## config.mk

```make
export PLATFORM = sky130hd
export DESIGN_NAME = pcs_top
export DESIGN_NICKNAME = d
export VERILOG_FILES = /design/src/common/pcs_pkg.sv /design/src/common/pcs_stack_if.sv /design/src/common/pcs_reg_if.sv /design/src/verilog/pcs_top.sv /design/src/verilog/pcs_stack.sv /design/src/verilog/pcs_ahb.sv
export SDC_FILE = /design/constraint.sdc
export NUM_CORES = 1
export LEC_CHECK = 0
export ABC_CLOCK_PERIOD_IN_PS = 3400
export BUFFER_PORTS_ARGS = -buffer_cell sky130_fd_sc_hd__buf_2
export CAP_MARGIN = 20
export CORE_UTILIZATION = 58
export CTS_CLUSTER_SIZE = 12
export DETAILED_ROUTE_END_ITERATION = 10
export PLACE_DENSITY = 0.87
export SLEW_MARGIN = 20
export SYNTH_ARGS = -nofsm -noshare
export SYNTH_HDL_FRONTEND = slang
export SYNTH_SLANG_ARGS = --single-unit
```

## constraint.sdc

```tcl
create_clock -name i_mclk -period 3.4 [get_ports i_mclk]
set_clock_uncertainty 0.05 [all_clocks]
set_input_delay 0.85 -clock i_mclk [delete_from_list [all_inputs] [get_ports i_mclk]]
set_output_delay 0.85 -clock i_mclk [all_outputs]
set_load 0.05 [all_outputs]
```

## src/common/pcs_pkg.sv

```systemverilog
// constants of the program counter and return stack block
// assumes the decoder and bus run on the one core clock
package pcs_pkg;
  // widths and sizes
  localparam int PCS_PC_W     = 12;
  localparam int PCS_OFS_W    = 10;
  localparam int PCS_ACC_W    = 8;
  localparam int PCS_PAGE_W   = 2;
  localparam int PCS_STACK_N  = 5;
  localparam int PCS_DEPTH_W  = 3;
  localparam int PCS_ADDR_W   = 8;
  localparam int PCS_PAGE_WORDS = 1024;

  // reset values
  localparam logic [11:0] PCS_PC_RESET   = 12'hFFF;
  localparam logic        PCS_PAGE_RESET = 1'h0;
  localparam logic        PCS_GP_RESET   = 1'h0;
  localparam logic        PCS_MODE_RESET = 1'h0;

  // register byte offsets
  localparam logic [7:0] PCS_ADDR_PC    = 8'h00;
  localparam logic [7:0] PCS_ADDR_FLAGS = 8'h04;
  localparam logic [7:0] PCS_ADDR_CTRL  = 8'h08;
  localparam logic [7:0] PCS_ADDR_STACK = 8'h0C;
  localparam logic [7:0] PCS_ADDR_TOP   = 8'h10;

  // field positions
  localparam int PCS_FLAG_PAGE_LO = 5;
  localparam int PCS_FLAG_PAGE_HI = 6;
  localparam int PCS_FLAG_GP      = 7;
  localparam int PCS_CTRL_FOUR    = 0;
  localparam int PCS_STK_OVF      = 8;
  localparam int PCS_STK_UNF      = 9;

  // oscillator clocks per instruction cycle
  localparam int PCS_CLKS_TWO  = 2;
  localparam int PCS_CLKS_FOUR = 4;
  localparam logic [1:0] PCS_LAST_TWO  = 2'(PCS_CLKS_TWO - 1);
  localparam logic [1:0] PCS_LAST_FOUR = 2'(PCS_CLKS_FOUR - 1);

  // bus encodings
  localparam logic [1:0] PCS_HTRANS_IDLE = 2'h0;
endpackage

```

## src/common/pcs_stack_if.sv

```systemverilog
// link between the counter logic and the return stack
// assumes push and pop are never raised together
`timescale 1ns/1ps
interface pcs_stack_if;
  import pcs_pkg::*;
  logic                   push;
  logic                   pop;
  logic [PCS_PC_W-1:0]    push_data;
  logic [PCS_PC_W-1:0]    top_data;
  logic [PCS_DEPTH_W-1:0] depth;
  modport ctrl  (output push, pop, push_data, input top_data, depth);
  modport stack (input push, pop, push_data, output top_data, depth);
endinterface

```

## src/common/pcs_reg_if.sv

```systemverilog
// register access strobes from the bus front end
// assumes the register side answers rdata in the same cycle
`timescale 1ns/1ps
interface pcs_reg_if;
  import pcs_pkg::*;
  logic                  wr_en;
  logic                  rd_en;
  logic [PCS_ADDR_W-1:0] addr;
  logic [31:0]           wdata;
  logic [31:0]           rdata;
  modport bus  (output wr_en, rd_en, addr, wdata, input rdata);
  modport regs (input wr_en, rd_en, addr, wdata, output rdata);
endinterface

```

## src/verilog/pcs_top.sv

```systemverilog
// program counter, page logic and return stack control
// assumes decoder strobes are on i_mclk and held for a whole
// instruction cycle, one strobe at a time
//
// How it works
// - counter and each stack entry are twelve bits, 4096 words.
// - pages of 1024 words; top two bits pick the page.
// - reset sets every counter bit to one.
// - direct jump loads ten low bits from the operand.
// - call loads ten low bits and pushes old count plus one.
// - all three returns pop the top entry into the whole counter.
// - accumulator move sets bits 7..0, clears bits 8 and 9.
// - accumulator add is relative to count, clears bits 8 and 9.
// - every eight-bit counter write except table lookup clears bits 8, 9.
// - table lookup adds accumulator, keeps bits 8 and 9.
// - jump, call and counter writes load page bits into 11..10.
// - cycle is two or four clocks; changing the counter adds one.
// - return stack holds five entries.
// - page select bits sit at flags bits 5 and 6; only bit 5 is writable.
// - returns leave page select bits alone.
// - upper page select bit reads zero and ignores writes.
`timescale 1ns/1ps
module pcs_top (
  // clock and reset
  input  wire logic        i_mclk,
  input  wire logic        i_reset_n,
  // AHB-Lite slave
  input  wire logic        i_hsel,
  input  wire logic [31:0] i_haddr,
  input  wire logic [1:0]  i_htrans,
  input  wire logic        i_hwrite,
  input  wire logic        i_hready,
  input  wire logic [31:0] i_hwdata,
  output      logic        o_hreadyout,
  output      logic [31:0] o_hrdata,
  output      logic        o_hresp,
  // decoder strobes
  input  wire logic        i_direct_jump_op,
  input  wire logic        i_call_op,
  input  wire logic        i_return_op,
  input  wire logic        i_return_literal_op,
  input  wire logic        i_return_irq_op,
  input  wire logic        i_table_lookup_op,
  input  wire logic        i_pc_add_op,
  input  wire logic        i_pc_mov_op,
  input  wire logic        i_pc_write_op,
  // decoder operands
  input  wire logic [pcs_pkg::PCS_OFS_W-1:0] i_operand,
  input  wire logic [pcs_pkg::PCS_ACC_W-1:0] i_acc,
  input  wire logic [pcs_pkg::PCS_ACC_W-1:0] i_pc_wdata,
  // program memory and decoder status
  output      logic [pcs_pkg::PCS_PC_W-1:0]    o_rom_addr,
  output      logic                            o_cycle_last,
  output      logic                            o_refill,
  output      logic [pcs_pkg::PCS_DEPTH_W-1:0] o_stack_depth
);
  import pcs_pkg::*;

  typedef enum logic {
    PCS_ST_EXEC   = 1'b0,
    PCS_ST_REFILL = 1'b1
  } pcs_state_t;

  typedef struct packed {
    pcs_state_t          state;
    logic [PCS_PC_W-1:0] pc;
    logic                page_low;
    logic                gp;
    logic                mode_four;
    logic [1:0]          phase;
    logic                last;
    logic                ovf;
    logic                unf;
  } pcs_top_state_t;

  localparam pcs_top_state_t PCS_TOP_RESET = '{
    state:     PCS_ST_EXEC,
    pc:        PCS_PC_RESET,
    page_low:  PCS_PAGE_RESET,
    gp:        PCS_GP_RESET,
    mode_four: PCS_MODE_RESET,
    phase:     2'h0,
    last:      1'h0,
    ovf:       1'h0,
    unf:       1'h0
  };

  pcs_top_state_t s;
  pcs_top_state_t next_s;

  pcs_stack_if stk_if ();
  pcs_reg_if   reg_if ();

  //////////////////////////////////////////////////////////////////////
  // sub blocks

  pcs_ahb u_ahb (
    .i_mclk      (i_mclk),
    .i_reset_n   (i_reset_n),
    .i_hsel      (i_hsel),
    .i_haddr     (i_haddr),
    .i_htrans    (i_htrans),
    .i_hwrite    (i_hwrite),
    .i_hready    (i_hready),
    .i_hwdata    (i_hwdata),
    .o_hreadyout (o_hreadyout),
    .o_hrdata    (o_hrdata),
    .o_hresp     (o_hresp),
    .regs        (reg_if.bus)
  );

  pcs_stack #(
    .N (PCS_STACK_N)
  ) u_stack (
    .i_mclk    (i_mclk),
    .i_reset_n (i_reset_n),
    .stk       (stk_if.stack)
  );

  //////////////////////////////////////////////////////////////////////
  // next state

  logic [PCS_PAGE_W-1:0] page;
  logic [PCS_ACC_W-1:0]  sum;
  logic [1:0]            last_phase;
  logic                  any_return;
  logic                  wr_pc;
  logic                  wr_flags;
  logic                  wr_ctrl;
  logic                  wr_stack;

  always_comb begin
    next_s = s;
    stk_if.push      = 1'h0;
    stk_if.pop       = 1'h0;
    stk_if.push_data = 12'(s.pc + 12'h001);
    // upper page bit is not built, so it is a constant zero
    page = {1'h0, s.page_low};
    sum  = 8'(s.pc[7:0] + i_acc);
    last_phase = s.mode_four ? PCS_LAST_FOUR : PCS_LAST_TWO;
    any_return = i_return_op || i_return_literal_op || i_return_irq_op;
    wr_pc    = reg_if.wr_en && (reg_if.addr == PCS_ADDR_PC);
    wr_flags = reg_if.wr_en && (reg_if.addr == PCS_ADDR_FLAGS);
    wr_ctrl  = reg_if.wr_en && (reg_if.addr == PCS_ADDR_CTRL);
    wr_stack = reg_if.wr_en && (reg_if.addr == PCS_ADDR_STACK);

    // instruction cycle phase counter
    if (s.phase == last_phase) begin
      next_s.phase = 2'h0;
    end else begin
      next_s.phase = s.phase + 2'h1;
    end

    // write one clears; an event set further down still wins
    if (wr_stack && reg_if.wdata[PCS_STK_OVF]) begin
      next_s.ovf = 1'h0;
    end
    if (wr_stack && reg_if.wdata[PCS_STK_UNF]) begin
      next_s.unf = 1'h0;
    end

    // counter update at the end of each instruction cycle
    if (s.last) begin
      unique case (s.state)
        PCS_ST_EXEC: begin
          next_s.state = PCS_ST_REFILL;
          if (any_return) begin
            // page bits are untouched, the entry picks the page
            next_s.pc  = stk_if.top_data;
            stk_if.pop = 1'h1;
            if (stk_if.depth == 3'h0) begin
              next_s.unf = 1'h1;
            end
          end else if (i_call_op) begin
            next_s.pc   = {page, i_operand};
            stk_if.push = 1'h1;
            if (stk_if.depth == PCS_DEPTH_W'(PCS_STACK_N)) begin
              next_s.ovf = 1'h1;
            end
          end else if (i_direct_jump_op) begin
            next_s.pc = {page, i_operand};
          end else if (i_table_lookup_op) begin
            next_s.pc = {page, s.pc[9:8], sum};
          end else if (i_pc_add_op) begin
            next_s.pc = {page, 2'h0, sum};
          end else if (i_pc_mov_op) begin
            next_s.pc = {page, 2'h0, i_acc};
          end else if (i_pc_write_op) begin
            next_s.pc = {page, 2'h0, i_pc_wdata};
          end else begin
            // plain step wraps from the top address to zero
            next_s.pc    = 12'(s.pc + 12'h001);
            next_s.state = PCS_ST_EXEC;
          end
        end
        PCS_ST_REFILL: begin
          // the extra cycle only fetches the new target
          next_s.state = PCS_ST_EXEC;
        end
      endcase
    end

    // software access, which wins over the decoder in the same cycle
    if (wr_pc) begin
      next_s.pc    = {page, 2'h0, reg_if.wdata[7:0]};
      next_s.state = PCS_ST_REFILL;
      next_s.phase = 2'h0;
    end
    if (wr_flags) begin
      next_s.page_low = reg_if.wdata[PCS_FLAG_PAGE_LO];
      next_s.gp       = reg_if.wdata[PCS_FLAG_GP];
    end
    if (wr_ctrl) begin
      next_s.mode_four = reg_if.wdata[PCS_CTRL_FOUR];
      next_s.phase     = 2'h0;
    end
    next_s.last = (next_s.phase ==
                   (next_s.mode_four ? PCS_LAST_FOUR : PCS_LAST_TWO));

    // read mux, unmapped offsets read zero
    reg_if.rdata = 32'h0000_0000;
    if (reg_if.rd_en) begin
      unique case (reg_if.addr)
        PCS_ADDR_PC: begin
          reg_if.rdata[PCS_PC_W-1:0] = s.pc;
        end
        PCS_ADDR_FLAGS: begin
          reg_if.rdata[PCS_FLAG_PAGE_LO] = s.page_low;
          reg_if.rdata[PCS_FLAG_PAGE_HI] = 1'h0;
          reg_if.rdata[PCS_FLAG_GP]      = s.gp;
        end
        PCS_ADDR_CTRL: begin
          reg_if.rdata[PCS_CTRL_FOUR] = s.mode_four;
        end
        PCS_ADDR_STACK: begin
          reg_if.rdata[PCS_DEPTH_W-1:0] = stk_if.depth;
          reg_if.rdata[PCS_STK_OVF]     = s.ovf;
          reg_if.rdata[PCS_STK_UNF]     = s.unf;
        end
        PCS_ADDR_TOP: begin
          reg_if.rdata[PCS_PC_W-1:0] = stk_if.top_data;
        end
        default: begin
          reg_if.rdata = 32'h0000_0000;
        end
      endcase
    end
  end

  //////////////////////////////////////////////////////////////////////
  // state register

  always_ff @(posedge i_mclk or negedge i_reset_n) begin
    if (!i_reset_n) begin
      s <= PCS_TOP_RESET;
    end else begin
      s <= next_s;
    end
  end

  //////////////////////////////////////////////////////////////////////
  // outputs

  assign o_rom_addr    = s.pc;
  assign o_cycle_last  = s.last;
  assign o_refill      = s.state;
  assign o_stack_depth = stk_if.depth;
endmodule

```

## src/verilog/pcs_stack.sv

```systemverilog
// five-entry return address stack, entry 0 is the top
// assumes push and pop are exclusive in any cycle
`timescale 1ns/1ps
module pcs_stack #(
  parameter int N = pcs_pkg::PCS_STACK_N
) (
  // clock and reset
  input  wire logic  i_mclk,
  input  wire logic  i_reset_n,
  // counter side
  pcs_stack_if.stack stk
);
  import pcs_pkg::*;

  typedef struct packed {
    logic [N-1:0][PCS_PC_W-1:0] entry;
    logic [PCS_DEPTH_W-1:0]     depth;
  } pcs_stack_state_t;

  pcs_stack_state_t s;
  pcs_stack_state_t next_s;

  //////////////////////////////////////////////////////////////////////
  always_comb begin
    next_s = s;
    if (stk.push) begin
      // shifting drops the oldest entry when full
      for (int i = N - 1; i > 0; i--) begin
        next_s.entry[i] = s.entry[i-1];
      end
      next_s.entry[0] = stk.push_data;
      if (s.depth != PCS_DEPTH_W'(N)) begin
        next_s.depth = s.depth + 3'h1;
      end
    end else if (stk.pop) begin
      for (int i = 0; i < N - 1; i++) begin
        next_s.entry[i] = s.entry[i+1];
      end
      // zero fill keeps an empty pop deterministic
      next_s.entry[N-1] = '0;
      if (s.depth != 3'h0) begin
        next_s.depth = s.depth - 3'h1;
      end
    end
  end

  always_ff @(posedge i_mclk or negedge i_reset_n) begin
    if (!i_reset_n) begin
      s <= '0;
    end else begin
      s <= next_s;
    end
  end

  assign stk.top_data = s.entry[0];
  assign stk.depth    = s.depth;
endmodule

```

## src/verilog/pcs_ahb.sv

```systemverilog
// AHB-Lite slave front end, zero wait writes, one wait reads
// assumes single word transfers and one slave on the bus
`timescale 1ns/1ps
module pcs_ahb (
  // clock and reset
  input  wire logic        i_mclk,
  input  wire logic        i_reset_n,
  // AHB-Lite slave
  input  wire logic        i_hsel,
  input  wire logic [31:0] i_haddr,
  input  wire logic [1:0]  i_htrans,
  input  wire logic        i_hwrite,
  input  wire logic        i_hready,
  input  wire logic [31:0] i_hwdata,
  output      logic        o_hreadyout,
  output      logic [31:0] o_hrdata,
  output      logic        o_hresp,
  // register side
  pcs_reg_if.bus           regs
);
  import pcs_pkg::*;

  typedef struct packed {
    logic                  wr_pend;
    logic                  rd_pend;
    logic [PCS_ADDR_W-1:0] addr;
    logic                  readyout;
    logic [31:0]           rdata;
  } pcs_ahb_state_t;

  pcs_ahb_state_t s;
  pcs_ahb_state_t next_s;
  logic           accept;

  //////////////////////////////////////////////////////////////////////
  always_comb begin
    next_s         = s;
    next_s.wr_pend = 1'h0;
    next_s.rd_pend = 1'h0;
    accept = i_hsel && i_hready && (i_htrans[1] != PCS_HTRANS_IDLE[1]);
    // read data is taken one cycle late so a write just ahead lands
    if (s.rd_pend) begin
      next_s.rdata    = regs.rdata;
      next_s.readyout = 1'h1;
    end
    if (accept) begin
      next_s.addr = i_haddr[PCS_ADDR_W-1:0];
      if (i_hwrite) begin
        next_s.wr_pend = 1'h1;
      end else begin
        next_s.rd_pend  = 1'h1;
        next_s.readyout = 1'h0;
      end
    end
  end

  always_ff @(posedge i_mclk or negedge i_reset_n) begin
    if (!i_reset_n) begin
      s <= '{wr_pend: 1'h0, rd_pend: 1'h0, addr: '0,
             readyout: 1'h1, rdata: '0};
    end else begin
      s <= next_s;
    end
  end

  assign regs.wr_en = s.wr_pend;
  assign regs.rd_en = s.rd_pend;
  assign regs.addr  = s.addr;
  assign regs.wdata = i_hwdata;
  assign o_hreadyout = s.readyout;
  assign o_hrdata    = s.rdata;
  // the response is always OKAY
  assign o_hresp     = 1'h0;
endmodule

```

==> results of run 1 <==
final timing paths:
path,cells after the start,endpoint,startpoint
worst max register to register,7,o_rom_addr[7],u_ahb.regs.addr[7]
worst min-delay path,1,u_stack.s[62],i_reset_n
max in group asynchronous,2,o_rom_addr[5],i_reset_n
min in group i_mclk,1,s[3],s[3]
worst min register to register,1,s[3],s[3]
worst max-delay path,7,o_rom_addr[7],u_ahb.regs.addr[7]
per-stage QoR:
step | std cells | worst slack (ps) | area [um^2] | utilization | hold WS [ps]
after floorplan | 677 | 524.6 | 6086 | - | 392.0
after global placement | 832 | 779.6 | 6390 | 0.6448 | 405.1
after detailed placement | 832 | 740.0 | 6390 | 0.6448 | 418.0
after CTS | 848 | 888.6 | 6624 | 0.6684 | 435.5
after global routing | 848 | 659.2 | 6624 | 0.6684 | 454.9
final | 848 | 842.8 | 6624 | 0.6684 | 431.5
routing by layer:
layer,routed length [um],part of all wire,track usage
met1,6597,0.40,0.4205
met2,7721,0.47,0.5005
met3,1446,0.088,0.05160
met4,577,0.035,0.1316
met5,0,0,0
cell usage after synthesis, types with 3 or more instances:
cell type  number  area (um^2)
inv_1          13        48.80
xnor2_1         8        70.07
o22ai_1        49        306.5
nand4_1         3        18.77
nor2_1         85        319.1
a31oi_1         4        25.02
o21ai_1        11        55.05
and3_1          3        18.77
buf_2           3        15.01
o21a_1          3        22.52
ha_1            8        100.1
o21ai_0        19        95.09
mux2i_1         6        60.06
xor2_1          6        52.55
a22oi_1         8        60.06
or3_1           3        18.77
clkbuf_1       42        157.7
mux2_2         20        225.2
nand2_1        35        131.4
o31ai_1         3        22.52
dfstp_2        13        341.6
nand3_1        16        80.08
o2111ai_1       3        26.28
o22a_1          3        26.28
nor3_1         14        70.07
a211oi_1        4        30.03
a21oi_1        73        365.4
nor2b_1         6        37.54
dfrtp_1        94         2352
o211ai_1        6        45.04
a22o_1         14        122.6
buf_4          36        270.3
power groups by stage:
stage | clock, mW | combinational, mW | sequential (mW)
6_report | 0.896 | 2.56 | 2.36
5_1_grt | 0.943 | 2.79 | 2.40
3_3_place_gp | 0 | 2.43 | 2.31
2_1_floorplan | 0 | 2.03 | 2.22
4_1_cts | 0.907 | 2.54 | 2.33
3_5_place_dp | 0 | 2.51 | 2.35
sequential cells by signal, summed over array words and instances (netlist names):
name / flops
u_stack.s: 48
o_cycle_last: 1
u_ahb.regs.wr_en: 1
u_ahb.regs.addr: 8
o_rom_addr: 12
u_ahb.o_hrdata: 12
u_ahb.regs.rd_en: 1
u_stack.stk.top_data: 12
u_ahb.o_hreadyout: 1
u_stack.stk.depth: 3
o_refill: 1
page: 1
s: 6
area by class of cell:
type                       instances  area, um^2
inverter                          13       48.80
clock buffer                       9       123.9
clock inverter                     7       110.1
timing repair buffer             105       570.5
fill                             774        3286
multi-input combinational        474        2910
tap                              133       166.4
sequential                       107        2694
worst max-delay path, delay by kind of cell, from the launching register on:
kind	cells	cell delay, ps
AOI/OAI and AO/OA	2	330
buffers and inverters	1	250
and+or+nand+nor	4	1460
DFF	1	400
cell families after synthesis:
kind of cell / synth area share
adder cells (fa/ha/maj): 0.02331
XOR/XNOR: 0.02040
flip-flops: 0.4482
multiplexers: 0.05371
AO/OA/AOI/OAI: 0.2236
buffers and inverters: 0.08430
AND/OR/NAND/NOR: 0.1459
other: 0.0006239
==> reports/results.ini, run 1 <==
[final_layout]
final_cell_mix = dfrtp_1 (94), buf_2 (87), nor2_1 (85)
final_nets = 826
final_common_cell = dfrtp_1
diodes = 0
area_growth_pct = 10.20
drive_above_1_share = 0.2308

[critical_path]
max_stage_delay_ps = 610
crit_chain = or4_4 > nor4_2 > buf_4 > and3b_1 > nor2_1 > a211oi_1 > a21oi_1
start_kind = register
arrival_ps = 2820
crit_required_ps = 3660
critPathCaptureType = register
cpMaxStageDelayCell = and3b_1
crit_fanout = 16
path_class = register to register
reg2reg_slack_ps = 840

[grt]
grt_pass1_wl_um = 26510
grt_usage = 0.3118
antenna_found_initial = 0
grt_pass1_vias = 5132
grt_max_degree = 64
grt_remaining_overflow = 0

[sta]
min_period_ps = 2557
final-max-slew-violation-count = 0
worst_pin_slew_ps = 880.8
final-hold-violation-count = 0
tns_ps = 0
rsz0062_at_grt = false
maxSlewHeadroom = 0.4128
report.final.setup_viol = 0
fin_crit_sh = 0.7521
max_freq_mhz = 391.0

[floorplanning]
row_count = 36
die_area_um2 = 10770
die_h_um = 103.8
core_um2 = 9910
die_w_um = 103.8
io_pins = 157
floorplan.initialDensity = 0.6066

[status]
run_status = completed

[pwr]
p_clk_frac = 0.154
power_mw = 5.820
p_int_mw = 3.167
switching_share = 0.4558
p_leak_nw = 2.851
power_per_cell_area_nw_per_um2 = 878.6
peakVddDrop_uv = 449.9
p_seq_frac = 0.405
switching_power_mw = 2.653
power_frac_comb = 0.441

[clock_network]
cts_resized = 0
cts_hold_buf = 0
cts_root_buf = clkbuf_8
numClockSinks = 107
postCtsSetupBuffers = 0
clk_latency_ps = 390
cts_buffers = 9
h-tree-depth = 3
cts_tree = yes
clkTransAtPathRegs_ps = 100
cts_buffer_depth = 2

[synthesis]
yosysWarnings = 0
avgSynthCellArea_um2 = 9.149
ys_types = 65
synth_edf_count = 0
async_flop_share = 1.000
synthCells = 657
yosys_most_used_dff = dfrtp_1
synth_seq_cells = 107
syn_area_um2 = 6011
seq_area_frac_synth = 0.4482

[routing]
viasPerCell = 6.421
dr.first_iter.drc_count = 499
drtPass1Iterations = 7
route.detailed.drc = 0
wl_um = 16340
final_antenna_net_count = 0
routedWlPerCell_um = 19.27
vias = 5445

[placement]
numPortBuffers = 88
place.gp.congestion = 0.9591
place_hpwl_um = 11340

[min_path]
min_path_type = input port to asynchronous set/reset pin

[run]
drv_cap = 0

Note: power is estimated with default switching activity, not from simulation.
==> run 2: changes to the inputs <==
--- a/config.mk
+++ b/config.mk
@@ -5,13 +5,13 @@
 export SDC_FILE = /design/constraint.sdc
 export NUM_CORES = 1
 export LEC_CHECK = 0
-export ABC_CLOCK_PERIOD_IN_PS = 3400
+export ABC_CLOCK_PERIOD_IN_PS = 2450
 export BUFFER_PORTS_ARGS = -buffer_cell sky130_fd_sc_hd__buf_2
 export CAP_MARGIN = 20
-export CORE_UTILIZATION = 58
+export CORE_UTILIZATION = 54
 export CTS_CLUSTER_SIZE = 12
 export DETAILED_ROUTE_END_ITERATION = 10
-export PLACE_DENSITY = 0.87
+export PLACE_DENSITY = 0.81
 export SLEW_MARGIN = 20
 export SYNTH_ARGS = -nofsm -noshare
 export SYNTH_HDL_FRONTEND = slang
==> constraint.sdc (replaced) <==
create_clock -name i_mclk -period 2.45 [get_ports i_mclk]
set_clock_uncertainty 0.05 [all_clocks]
set_input_delay 0.6125 -clock i_mclk [delete_from_list [all_inputs] [get_ports i_mclk]]
set_output_delay 0.6125 -clock i_mclk [all_outputs]
set_load 0.05 [all_outputs]
==> reports/results.ini, run 2 (synthesized netlist as in run 1, its figures left out) <==
[status]
run_status = completed

[placement]
numPortBuffers = 88  ; unchanged
place_hpwl_um = 11750  ; +3.7%
place.gp.congestion = 0.9328  ; -2.7%
post-place-ws_ps = 25.52  ; -714.5 ps
dp_cells = 844  ; +1.4%

[sta]
final-hold-violation-count = 0  ; unchanged
layout_setup_ws_ps = 163.3  ; -679.5 ps
worst_pin_slew_ps = 909.6  ; +28.79 ps
report.final.setup_viol = 0  ; unchanged
max_freq_mhz = 437.3  ; +12%
fin_crit_sh = 0.9334  ; +0.1812
hold-worst-slack_ps = 131.1  ; -300.4 ps
tns_ps = 0  ; unchanged
maxSlewHeadroom = 0.3936  ; -0.01919
final-max-slew-violation-count = 0  ; unchanged
rsz0062_at_grt = false
min_period_ps = 2287  ; -270.5 ps

[final_layout]
stdcell_count = 860  ; +1.4%
final_nets = 831  ; +0.61%
largest_reg_flops = 48  ; unchanged
nFillCells = 909  ; +17%
regMostFlops = u_stack.s
diodes = 0  ; unchanged
drive_above_1_share = 0.2375  ; +0.006731
final_common_cell = dfrtp_1
final_cell_mix = dfrtp_1 (93), buf_2 (87), nor2_1 (85)
area_growth_pct = 10.89

[routing]
dr.first_iter.drc_count = 508  ; +1.8%
final_antenna_net_count = 0  ; unchanged
vias = 5343  ; -1.9%
routedWlPerCell_um = 19.08  ; -1.0%
route.detailed.drc = 0  ; unchanged
viasPerCell = 6.213  ; -3.2%
drtPass1Iterations = 5  ; -2
wl_um = 16410  ; +0.40%

[floorplanning]
row_count = 38  ; +5.6%
die_w_um = 107.5  ; +3.6%
die_h_um = 107.5  ; +3.6%
io_pins = 157  ; unchanged
die_area_um2 = 11560  ; +7.3%
core_um2 = 10840  ; +9.4%
floorplan.initialDensity = 0.5545  ; -0.05209

[pwr]
p_int_mw = 4.256  ; +34%
peakVddDrop_uv = 663.2  ; +47%
power_mw = 7.949  ; +37%
switching_share = 0.4646  ; +0.008819
power_frac_comb = 0.463  ; +0.022
switching_power_mw = 3.693  ; +39%
p_clk_frac = 0.131  ; -0.023
power_per_cell_area_nw_per_um2 = 1193  ; +36%
p_leak_nw = 2.864  ; +0.47%
p_seq_frac = 0.406  ; about the same

[grt]
grt_max_degree = 64  ; unchanged
grt_pass1_vias = 5047  ; -1.7%
grt_usage = 0.2937  ; -0.01811
grt_remaining_overflow = 0  ; unchanged
grt_pass1_wl_um = 26010  ; -1.9%
antenna_found_initial = 0  ; unchanged

[clock_network]
cts_resized = 0  ; unchanged
cts_buffer_depth = 2  ; unchanged
h-tree-depth = 3  ; unchanged
cts_tree = yes
cts_buffers = 9  ; unchanged
numClockSinks = 107  ; unchanged
cts_hold_buf = 0  ; unchanged
postCtsSetupBuffers = 0  ; unchanged
cts_root_buf = clkbuf_8
clk_latency_ps = 380  ; about the same
clkTransAtPathRegs_ps = 110  ; about the same

[critical_path]
critPathCaptureType = register
start_kind = register
crit_required_ps = 2720  ; -940 ps
crit_fanout = 9  ; -7
arrival_ps = 2560  ; -260 ps
path_class = register to register

[min_path]
min_path_type = input port to asynchronous set/reset pin

[run]
drv_cap = 0  ; unchanged

[run 2: cell types whose count changed in the layout (fill, tap and decap cells not counted)]
cell | previous run | this run
clkinv_4 | 1 | 3
dfrtp_2 | 0 | 1
dfrtp_1 | 94 | 93
clkinv_8 | 1 | 0
buf_4 | 18 | 20
inv_6 | 1 | 2
inv_8 | 1 | 2
clkinv_2 | 1 | 0
bufinv_16 | 2 | 0
buf_12 | 0 | 3
[run 2: final timing paths]
check	from	end	slack (ps)	cells after the start
max	o_rom_addr[2]	o_rom_addr[7]	160	8
min	i_reset_n	u_stack.stk.top_data[4]	130	1
max reg2reg	o_rom_addr[2]	o_rom_addr[7]	160	8
min reg2reg	s[0]	s[0]	440	2
max in group asynchronous	i_reset_n	u_stack.s[16]	1550	2
min in group i_mclk	i_hwdata[1]	o_rom_addr[1]	370	3
[run 2: routing by layer]
metal  vias to the layer above  GRT usage  wire [um]
met5                         -          0          0
met3                        34    0.05569       1663
met2                       321     0.4606       7548
li1                       2441          -          -
met4                         0     0.1194        496
met1                      2547     0.4006       6699
[run 2: per-stage QoR]
step | utilization | cell area, um^2
after floorplan | - | 6095
after global placement | 0.5973 | 6475
after detailed placement | 0.5973 | 6475
after CTS | 0.6148 | 6665
after global routing | 0.6148 | 6665
final | 0.6148 | 6665
[run 2: area by class of cell]
| cell class | count | area [um^2] | area share |
|---|---|---|---|
| multi-input combinational | 474 | 2910 | 0.4366 |
| clock inverter | 7 | 66.31 | 0.009949 |
| sequential | 107 | 2695 | 0.4044 |
| clock buffer | 9 | 123.9 | 0.01858 |
| tap | 140 | 175.2 | 0.02628 |
| inverter | 13 | 48.80 | 0.007321 |
| timing repair buffer | 110 | 645.6 | 0.09687 |
[run 2: power by group through the flow]
| stage | registers, mW | logic (mW) | clock network [mW] |
|---|---|---|---|
| after global placement | 3.18 | 3.52 | 0 |
| after detailed placement | 3.22 | 3.63 | 0 |
| after floorplan | 3.08 | 2.81 | 0 |
| after global routing | 3.30 | 3.99 | 1.13 |
| after CTS | 3.19 | 3.65 | 1.06 |
| final | 3.23 | 3.68 | 1.04 |
[run 2: worst max-delay path: stages (launching register included)]
cell	delay, ps
dfstp_2	670
ha_1	310
o21ai_0	180
nor2_1	100
o41ai_1	390
buf_4	190
xnor2_1	110
o21bai_1	90
a21oi_1	130
